$ cat config.mk
export PLATFORM = sky130hd
export DESIGN_NAME = umc_mode_ctrl
export DESIGN_NICKNAME = d
export VERILOG_FILES = /design/src/common/umc_pkg.sv /design/src/rtl/umc_mode_ctrl.sv
export SDC_FILE = /design/constraint.sdc
export NUM_CORES = 1
export LEC_CHECK = 0
export BUFFER_PORTS_ARGS = -buffer_cell sky130_fd_sc_hd__buf_2
export CORE_MARGIN = 2
export CORE_UTILIZATION = 49
export DETAILED_ROUTE_END_ITERATION = 10
export GPL_TIMING_DRIVEN = 0
export PLACE_DENSITY = 0.83
export SETUP_SLACK_MARGIN = 0.4
export SYNTH_ARGS = -nofsm -noshare
export SYNTH_HDL_FRONTEND = slang
export SYNTH_SLANG_ARGS = --single-unit
$ cat constraint.sdc
create_clock -name hclk -period 4.98 [get_ports hclk]
set_input_delay 0.498 -clock hclk [delete_from_list [all_inputs] [get_ports hclk]]
set_output_delay 0.498 -clock hclk [all_outputs]
set_load 0.01 [all_outputs]
$ cat src/common/umc_pkg.sv
// ****************************************
// shared definitions
// ****************************************
package umc_pkg;

	// register map: byte addresses
	localparam logic [7:0] MODE_ADDR   = 8'h00;
	localparam logic [7:0] STATUS_ADDR = 8'h04;

	// field positions in the mode register
	localparam int SLEEP_RUN_BIT = 23;
	localparam int ACTIVE_BIT    = 22;
	localparam int CLKSRC_LO     = 17;
	localparam int RUN_ON_OVERFLOW_BIT    = 16;
	localparam int ENABLE_BIT    = 15;
	localparam int STOP_IDLE_BIT = 13;
	localparam int PIN_EN_LO     = 8;

	// writable bits: 23, 18:15, 13:0
	localparam logic [31:0] MODE_WMASK = 32'h0087_bfff;
	localparam logic [31:0] MODE_RESET = 32'h0000_0000;

	// status register bits of own choosing
	localparam int ST_BRG_RUN_BIT  = 0;
	localparam int ST_CHAN_RUN_BIT = 1;
	localparam int ST_OVR_BIT      = 2;
	localparam int ST_PINS_BIT     = 3;

	typedef enum logic [1:0] {
		CLK_PB2_SLEEPOFF = 2'b00,
		CLK_SYS_SLEEPOFF = 2'b01,
		CLK_FAST_OSC     = 2'b10,
		CLK_PB2          = 2'b11
	} umc_clksrc_t;

	typedef struct packed {
		logic sleep_mode;
		logic deep_sleep_mode;
		logic idle_mode;
	} umc_power_t;

	typedef struct packed {
		logic brg_clk_run;
		logic [1:0] brg_clk_sel;
		logic chan_run;
	} umc_clkctl_t;

	localparam logic [1:0] HTRANS_NONSEQ = 2'b10;
	localparam logic [2:0] HSIZE_WORD    = 3'b010;

endpackage : umc_pkg

$ cat src/rtl/umc_mode_ctrl.sv
// Operation
// - with sleep-run set the generator clock keeps running in sleep, otherwise it stops.
// - sleep-run only counts when the fast internal oscillator is the selected source.
// - deep sleep stops every clock and the channel whatever sleep-run says.
// - the activity bit is read-only hardware status, one while the channel runs and is busy.
// - the two-bit source field picks bus clock two, fast oscillator or system clock.
// - with run-on-overflow set the receive shifter keeps shifting after an overrun.
// - with run-on-overflow clear the receive shifter stops taking data after an overrun.
// - when enabled the channel owns its pins per pin-enable field and transmit enable.
// - when disabled the pins go back to the port registers and power is minimal.
// - with stop-in-idle set the channel halts in idle mode, else it keeps going.
// - unimplemented mode bits ignore writes and read zero.
// - the pin-enable field is legacy only and pin select overrides it.
`timescale 1ns/1ps
`default_nettype none

module umc_mode_ctrl (
	input  wire logic                 hclk,
	input  wire logic                 hresetn,
	input  wire logic                 hsel,
	input  wire logic [7:0]           haddr,
	input  wire logic [1:0]           htrans,
	input  wire logic                 hwrite,
	input  wire logic [2:0]           hsize,
	input  wire logic [31:0]          hwdata,
	input  wire logic                 hready,
	output logic      [31:0]          hrdata,
	output logic                      hreadyout,
	output logic                      hresp,
	input  wire umc_pkg::umc_power_t  power,
	input  wire logic                 pin_select_override,
	input  wire logic                 transmit_enable,
	input  wire logic                 chan_busy,
	input  wire logic                 receive_overrun_error,
	output umc_pkg::umc_clkctl_t      clkctl,
	output logic                      rx_shift_enable,
	output logic                      pins_owned,
	output logic                      tx_pin_owned,
	output logic      [1:0]           legacy_pin_mode,
	output logic      [31:0]          mode_fields
);

	// ****************************************
	// bus slave
	// ****************************************
	logic [31:0] mode_q;
	logic [31:0] mode_d;
	logic        wr_pend_q;
	logic [7:0]  addr_q;
	logic [31:0] hrdata_q;
	logic        active;
	logic        brg_run;
	logic        chan_run;
	logic        ovr_seen_q;
	logic [31:0] rdata_d;
	logic        take;
	logic        mode_wr;
	logic        mode_wr_ok;
	logic        sel_mode;
	logic        sel_status;

	assign take = hsel && hready && htrans == umc_pkg::HTRANS_NONSEQ;
	assign hreadyout = 1'b1;
	assign hresp = 1'b0;

	// address phase is kept; the write data follows one cycle later
	always_ff @(posedge hclk or negedge hresetn)
	begin
		if (!hresetn)
		begin
			wr_pend_q <= 1'b0;
			addr_q    <= 8'h00;
		end
		else
		begin
			wr_pend_q <= take && hwrite;
			if (take)
			begin
				addr_q <= haddr;
			end
		end
	end

	assign mode_wr    = wr_pend_q && addr_q == umc_pkg::MODE_ADDR;
	// writes during activity are dropped: guards software that ignores the status bit
	assign mode_wr_ok = mode_wr && !active;

	always_comb
	begin
		mode_d = mode_q;
		if (mode_wr_ok)
		begin
			mode_d = hwdata & umc_pkg::MODE_WMASK;
		end
	end

	always_ff @(posedge hclk or negedge hresetn)
	begin
		if (!hresetn)
			mode_q <= umc_pkg::MODE_RESET;
		else
			mode_q <= mode_d;
	end

	// ****************************************
	// read path
	// ****************************************
	// decoded in the address phase so the data phase is driven from a flop;
	// mode_d forwards a write still in its data phase to a read right behind it
	assign sel_mode   = haddr == umc_pkg::MODE_ADDR;
	assign sel_status = haddr == umc_pkg::STATUS_ADDR;

	always_comb
	begin
		rdata_d = 32'h0000_0000;
		if (sel_mode)
		begin
			rdata_d = mode_d;
			rdata_d[umc_pkg::ACTIVE_BIT] = active;
		end
		else if (sel_status)
		begin
			rdata_d[umc_pkg::ST_BRG_RUN_BIT]  = brg_run;
			rdata_d[umc_pkg::ST_CHAN_RUN_BIT] = chan_run;
			rdata_d[umc_pkg::ST_OVR_BIT]      = ovr_seen_q;
			rdata_d[umc_pkg::ST_PINS_BIT]     = pins_owned;
		end
	end

	// zero outside a read data phase so a stray sample shows nothing stale
	always_ff @(posedge hclk or negedge hresetn)
	begin
		if (!hresetn)
			hrdata_q <= 32'h0000_0000;
		else if (take && !hwrite)
			hrdata_q <= rdata_d;
		else
			hrdata_q <= 32'h0000_0000;
	end

	assign hrdata = hrdata_q;

	// ****************************************
	// clock and run control
	// ****************************************
	logic        enabled;
	logic        sleep_run;
	logic        stop_idle;
	logic        run_ovf;
	umc_pkg::umc_clksrc_t src;

	assign enabled   = mode_q[umc_pkg::ENABLE_BIT];
	assign sleep_run = mode_q[umc_pkg::SLEEP_RUN_BIT];
	assign stop_idle = mode_q[umc_pkg::STOP_IDLE_BIT];
	assign run_ovf   = mode_q[umc_pkg::RUN_ON_OVERFLOW_BIT];
	assign src = umc_pkg::umc_clksrc_t'(mode_q[umc_pkg::CLKSRC_LO +: 2]);

	always_comb
	begin
		brg_run = enabled;
		if (power.deep_sleep_mode)
			brg_run = 1'b0;
		else if (power.sleep_mode)
			brg_run = enabled && sleep_run && src == umc_pkg::CLK_FAST_OSC;
		else if (power.idle_mode && stop_idle)
			brg_run = 1'b0;
	end

	assign chan_run = brg_run;
	assign active   = chan_run && chan_busy;

	always_comb
	begin
		clkctl.brg_clk_run = brg_run;
		clkctl.chan_run    = chan_run;
		case (src)
			umc_pkg::CLK_PB2:          clkctl.brg_clk_sel = umc_pkg::CLK_PB2;
			umc_pkg::CLK_FAST_OSC:     clkctl.brg_clk_sel = umc_pkg::CLK_FAST_OSC;
			umc_pkg::CLK_SYS_SLEEPOFF: clkctl.brg_clk_sel = umc_pkg::CLK_SYS_SLEEPOFF;
			default:                   clkctl.brg_clk_sel = umc_pkg::CLK_PB2_SLEEPOFF;
		endcase
	end

	// ****************************************
	// overrun handling
	// ****************************************
	// set wins over the clear made while the enable bit is clear
	always_ff @(posedge hclk or negedge hresetn)
	begin
		if (!hresetn)
			ovr_seen_q <= 1'b0;
		else if (receive_overrun_error)
			ovr_seen_q <= 1'b1;
		else if (!enabled)
			ovr_seen_q <= 1'b0;
	end

	assign rx_shift_enable = chan_run && (run_ovf || !(ovr_seen_q || receive_overrun_error));

	// ****************************************
	// pin ownership
	// ****************************************
	assign pins_owned      = enabled;
	assign tx_pin_owned    = enabled && transmit_enable;
	// pin select wins; field only reaches the port when not overridden
	assign legacy_pin_mode = (enabled && !pin_select_override)
		? mode_q[umc_pkg::PIN_EN_LO +: 2] : 2'b00;
	assign mode_fields     = mode_q;

	// ****************************************
	// elaboration checks
	// ****************************************
	// the package is shared; a bad edit there must stop the build, not shift the map
	if (umc_pkg::CLKSRC_LO + 2 > $bits(mode_q))
	begin : g_bad_clksrc
		$error("clock source field lies outside the mode word");
	end
	if (umc_pkg::PIN_EN_LO + 2 > $bits(mode_q))
	begin : g_bad_pin_en
		$error("pin enable field lies outside the mode word");
	end
	if (umc_pkg::SLEEP_RUN_BIT >= $bits(mode_q))
	begin : g_bad_sleep_run
		$error("sleep run bit lies outside the mode word");
	end
	if (umc_pkg::ACTIVE_BIT >= $bits(mode_q))
	begin : g_bad_active
		$error("activity bit lies outside the mode word");
	end
	if (umc_pkg::MODE_WMASK[umc_pkg::ACTIVE_BIT] != 1'b0)
	begin : g_active_writable
		$error("activity bit must not be writable");
	end
	if ((umc_pkg::MODE_RESET & ~umc_pkg::MODE_WMASK) != 32'h0000_0000)
	begin : g_bad_reset
		$error("reset value sets bits that cannot be stored");
	end
	if (umc_pkg::MODE_ADDR == umc_pkg::STATUS_ADDR)
	begin : g_addr_clash
		$error("mode and status words share an address");
	end
	if (umc_pkg::ST_PINS_BIT >= $bits(rdata_d))
	begin : g_bad_status
		$error("status bit lies outside the read word");
	end

endmodule : umc_mode_ctrl

`default_nettype wire

# [Word-level counts from Yosys, hierarchy flattened]
# Cells that the tools add are included.
[word_totals] in_bits=57 ff_bits=73 out_inout_bits=75
[classes] n_reduce_logical=21 muxes=12 n_eq_ne=6
[op_table] cell="$mux W32" count=2
[op_table] cell="$mux W28" count=1
[op_table] cell="$logic_not A8 Y1" count=2
[op_table] cell="$logic_and A1 B1 Y1" count=13
[op_table] cell="$eq A8 B3 Y1 const B" count=1
[op_table] cell="$mux W4" count=2
[op_table] cell="$eq A2 B2 Y1 const B" count=3
[op_table] cell="$pmux W2 S3" count=1
[op_table] cell="$mux W1" count=5
[op_table] cell="$logic_not A1 Y1" count=4
[op_table] cell="$eq A2 B1 Y1 const B" count=1
[op_table] cell="$logic_or A1 B1 Y1" count=2
[op_table] cell="$mux W2" count=1
[op_table] cell="$ne A2 B2 Y1 const B" count=1

# [Logic depth before layout (Yosys ltp)]
[depth] ltp_word=10 depth_mapped=6

# [Least setup slack after synthesis]
# OpenSTA, ideal clock, no wires.
[synth_timing] path_kind="in2reg" startpoint="input power[0] (netlist name)" endpoint="register hrdata_q[10] (netlist: hrdata[10])" arrival_ps=1894 n_path_buf=1 stages=6 setup_slack_ps=2967 setup_time_ps=119 path_cell_list="and3b_1 > a2111oi_4 > a21oi_2 > buf_6 > mux2_4 > and2_1"
[synth_between] elab_chain_len=10
[synth_lines] item="start, declared" line="umc_mode_ctrl.sv:30" source="input wire umc_pkg::umc_power_t power,"
[synth_lines] item="$logic_and A1 B1 Y1" line="umc_mode_ctrl.sv:165" source="else if (power.idle_mode && stop_idle)"
[synth_lines] item="$mux W1" line="umc_mode_ctrl.sv:165"
[synth_lines] item="$mux W1" line="umc_mode_ctrl.sv:163" source="else if (power.sleep_mode)"
[synth_lines] item="$mux W1" line="umc_mode_ctrl.sv:161" source="if (power.deep_sleep_mode)"
[synth_lines] item="net brg_run" line="umc_mode_ctrl.sv:52" source="logic brg_run;"
[synth_lines] item="$logic_and A1 B1 Y1" line="umc_mode_ctrl.sv:170" source="assign active = chan_run && chan_busy;"
[synth_lines] item="$logic_not A1 Y1" line="umc_mode_ctrl.sv:86" source="assign mode_wr_ok = mode_wr && !active;"
[synth_lines] item="$logic_and A1 B1 Y1" line="umc_mode_ctrl.sv:86"
[synth_lines] item="$mux W32" line="umc_mode_ctrl.sv:91" source="if (mode_wr_ok)"
[synth_lines] item="net mode_d[10]" line="umc_mode_ctrl.sv:47" source="logic [31:0] mode_d;"
[synth_lines] item="$mux W28" line="umc_mode_ctrl.sv:116" source="if (sel_mode)"
[synth_lines] item="$mux W32" line="umc_mode_ctrl.sv:135" source="else if (take && !hwrite)"
[synth_lines] item="end signal, assigned" line="umc_mode_ctrl.sv:136" source="hrdata_q <= rdata_d;"
[synth_lines] item="end, declared" line="umc_mode_ctrl.sv:50" source="logic [31:0] hrdata_q;"
# The timed path passes the listed nets, and every way through them passes these cells.
# A chain may end at the register's enable or synchronous reset.

# [Worst setup path in the final report]
[layout_timing] startpoint="register mode_q[17] (netlist: mode_fields[17])" endpoint="output rx_shift_enable"
[layout_between] elab_chain_len=5
[layout_lines] item="start, declared" line="umc_mode_ctrl.sv:46" source="logic [31:0] mode_q;"
[layout_lines] item="start signal, assigned" line="umc_mode_ctrl.sv:100" source="mode_q <= umc_pkg::MODE_RESET;"
[layout_lines] item="start signal, assigned" line="umc_mode_ctrl.sv:102" source="mode_q <= mode_d;"
[layout_lines] item="$eq A2 B2 Y1" line="umc_mode_ctrl.sv:164" source="brg_run = enabled && sleep_run && src == umc_pkg::CLK_FAST_OSC;"
[layout_lines] item="$logic_and A1 B1 Y1" line="umc_mode_ctrl.sv:164"
[layout_lines] item="$mux W1" line="umc_mode_ctrl.sv:163"
[layout_lines] item="$mux W1" line="umc_mode_ctrl.sv:161"
[layout_lines] item="net brg_run" line="umc_mode_ctrl.sv:52"
[layout_lines] item="$logic_and A1 B1 Y1" line="umc_mode_ctrl.sv:198" source="assign rx_shift_enable = chan_run && (run_ovf || !(ovr_seen_q || receive_overrun_error));"
[layout_lines] item="end, declared" line="umc_mode_ctrl.sv:36" source="output logic rx_shift_enable,"
# The timed path passes the listed nets, and every way through them passes these cells.

==> metrics.md <==
| Metric | Value |
|---|---|
| Post-detail-place hpwl | `4.06 mm` |
| First drt pass iteration count | `4` |
| Layout Nets | `367` |
| Clk_skew | `0.00873 ns` |
| Mapped Area | `~0.0028 mm2` |
| Post-synth EDFFs | `0` |
| Post-synth top flop | `dfrtp_1` |
| Post-synthesis xor/xnor area fraction | `0` |
| Initial DRC Count | `80` |
| Worst Setup End Kind | `output port` |
| Main combinational cell family by area after synthesis | `multiplexers` |
| P_int | `1.05 mW` |
| Fmax | `about 420 MHz` |
| Mapped Cells | `186` |
| First-pass GRT wire length | `about 8.7 mm` |
| Final setup viols | `0` |
| Postcts setup bufs | `0` |
| Simple-Gate Fraction of Synth Area | `0.132` |
| Post-synthesis sequential area ratio | `0.662` |
| Psw | `294 uW` |
| CTS tree | `done` |
| Reg power frac | `0.484` |
| Inserted Clock Buffers | `9` |
| Max-cap viol count | `0` |
| Post-synthesis mux area share | `0.133` |
| Worst-Skew Late Latency | `0.34 ns` |
| Row count | `27` |
| H-tree levels | `3` |
| WP data arrival | `1.90 ns` |
| Clock buffer depth | `2` |
| Via density per instance | `approximately 4.7` |
| Clk slew on worst S/H paths | `0.08 ns` |
| Final instance area | `0.00366 mm2` |
| Post-synth ARST share | `1.00` |
| Compound-gate portion of the synthesized area | `0.0322` |
| CP required | `4.48 ns` |
| Count leader, synth | `dfrtp_1` |
| GRT Residual Overflow | `0` |
| Synth Area in Adders | `0` |
| PostCTS Resize Cnt | `0` |
| Share of the synthesized area in the top cell type | `0.662` |
| Final Non-Filler Cells | `387` |
| Tot Pwr | `1.34 mW` |
| Setup TNS Final | `0 ns` |
| Total GRT Usage | `0.191` |
| Syn Area/Cell | `between 10 and 15 um2` |
| Final Hold Viols | `0` |
| Core Region | `0.00547 mm2` |
| Dominant cell type by area after synthesis | `dfrtp_1` |
| Root Driver | `clkbuf_8` |
| Slew Viols, Final | `0` |
| Die Y | `79.1 um` |
| Vias in the first global route | `1780` |
| Final wirelength | `5.69 mm` |
| Warnings from Yosys | `0` |
| Combinational power share | `0.102` |
| Hold WS | `0.278 ns` |
| Largest net degree at the start of global routing | `74` |
| Switch share | `0.219` |
| Placer Congestion | `0.748` |
| PD cells | `around 370 mW/mm2` |
| Final min period | `approximately 2.4 ns` |
| # fillers | `424` |
| Hold Crit Class | `input port to async pin` |
| Die X | `between 70 and 80 um` |
| Initial Util | `0.505` |
| Boundary Pins | `132` |
| Clock sinks | `73` |
| Lkg Pwr | `2.04 nW` |
| Outcome | `finished clean` |
| Post-synth cell types | `27` |
| Worst Max-Slew Pin Slew | `0.883 ns` |
| Die area | `0.00625 mm2` |
| CTS Hold Bufs | `0` |
| Clock share of power | `0.413` |
| Area contributors post-synth | `dfrtp_1, mux2_4, and2_1` |
| Routed len/inst | `~15 um` |
| Crit start category | `register` |
| Crit share post-route | `0.482` |
| Area grow syn2layout | `32.6%` |
| Layout cell share with drive strength beyond 1 | `0.527` |
| Synth cell count leaders | `dfrtp_1, and2_1, mux2_4, nor2b_1, mux2_2` |
| DRC errors left | `0` |
| DR vias | `between 1500 and 2000` |
| Instance area at placement | `approximately 0.0034 mm2` |
| Slew headroom | `0.411` |
| Unrepaired setup endpoints after global routing | `no` |
| Synthesized flop and latch total | `73` |
| Number of diodes | `0` |
| Peak VDD IR | `0.000213 V` |
| Placed cells | `371` |
| Antenna-violating nets left | `0` |
| Critical-path maximum fanout | `6` |
| Initial antenna violation count | `0` |
| Worst setup path class | `register to output port` |
| IO Port Bufs | `112` |
final cells by class:
class                           count  area [um2]  area share
Clock buffer                       11         141      0.0386
Tap cell                           72        90.1      0.0246
Inverter                            3        11.3     0.00307
Multi-Input combinational cell     96         833       0.228
Sequential cell                    73        1830       0.499
Buffer                             15        93.8      0.0256
Timing Repair Buffer              112         563       0.154
Clock inverter                      5         103      0.0280
power groups by stage:
stage | combinational (mW) | sequential [mW] | clock, mW
global placement | 0.133 | 0.658 | 0
detailed placement | 0.138 | 0.660 | 0
CTS | 0.139 | 0.650 | 0.563
global route | 0.149 | 0.654 | 0.598
finish | 0.137 | 0.650 | 0.554
floorplan | 0.0641 | 0.666 | 0
worst max-delay path, stage by stage, from the launching register on:
cell	delay, ns
dfrtp_1	0.41
nand3b_1	0.22
a2111oi_4	0.61
o21a_1	0.20
buf_2	0.13
cells by family after synthesis:
group           Yosys count
flops                    73
compound gates            8
simple gates             58
buf+inv                  18
other cells               2
mux                      27
layer usage:
layer / share of wire / global-route usage / vias to the layer above
met5: 0 / 0 / -
met4: 0.026 / 0.122 / 0
met3: 0.064 / 0.0500 / 13
met2: 0.50 / 0.297 / 72
met1: 0.41 / 0.235 / 895
li1: - / - / 857
state kept, by name, summed over array words and instances (netlist names):
name,count
addr_q,8
hrdata,32
mode_fields,31
ovr_seen_q,1
wr_pend_q,1
final timing paths:
check                                      start               to  slack, ns  depth (start not counted)
max                              mode_fields[17]  rx_shift_enable       2.58                          4
max reg2reg                      mode_fields[17]       hrdata[25]       2.73                          6
min reg2reg                      mode_fields[27]       hrdata[27]       0.50                          1
max in group asynchronous                hresetn       hrdata[25]       4.12                          1
min                                      hresetn  mode_fields[11]       0.28                          1
min in group hclk          receive_overrun_error       ovr_seen_q       0.36                          2
metrics by stage:
step / util / worst slack (ns)
finish: 0.669 / 2.58
global route: 0.669 / 2.46
CTS: 0.669 / 2.53
detailed placement: 0.625 / 2.46
global placement: 0.624 / 2.48
floorplan: - / 2.97
layout by cell type (no fill, tap or decap):
master / Yosys / layout
nand4b_1: 2 / 2
nor3b_1: 2 / 2
a21oi_2: 1 / 1
mux2_4: 17 / 17
o2bb2ai_1: 2 / 2
nand2_1: 1 / 1
inv_1: 3 / 3
clkinv_2: 0 / 1
bufinv_16: 0 / 3
buf_4: 6 / 7
clkinvlp_4: 0 / 1
mux2_2: 10 / 10
and3_1: 1 / 1
dfrtp_1: 73 / 73
buf_2: 0 / 111
a2111oi_4: 1 / 1
nand3_1: 1 / 1
clkbuf_1: 7 / 8
a21bo_2: 2 / 2
nand3b_1: 1 / 1
nor4_1: 2 / 2
nor2b_1: 13 / 13
and2_1: 28 / 28
or4_1: 2 / 2
buf_6: 2 / 2
and3b_1: 1 / 1
conb_1: 2 / 3
nor2_1: 2 / 2
a21o_1: 1 / 1
o21a_1: 1 / 1
nor3_1: 2 / 2
clkbuf_8: 0 / 10
Note: power is estimated with default switching activity, not from simulation.
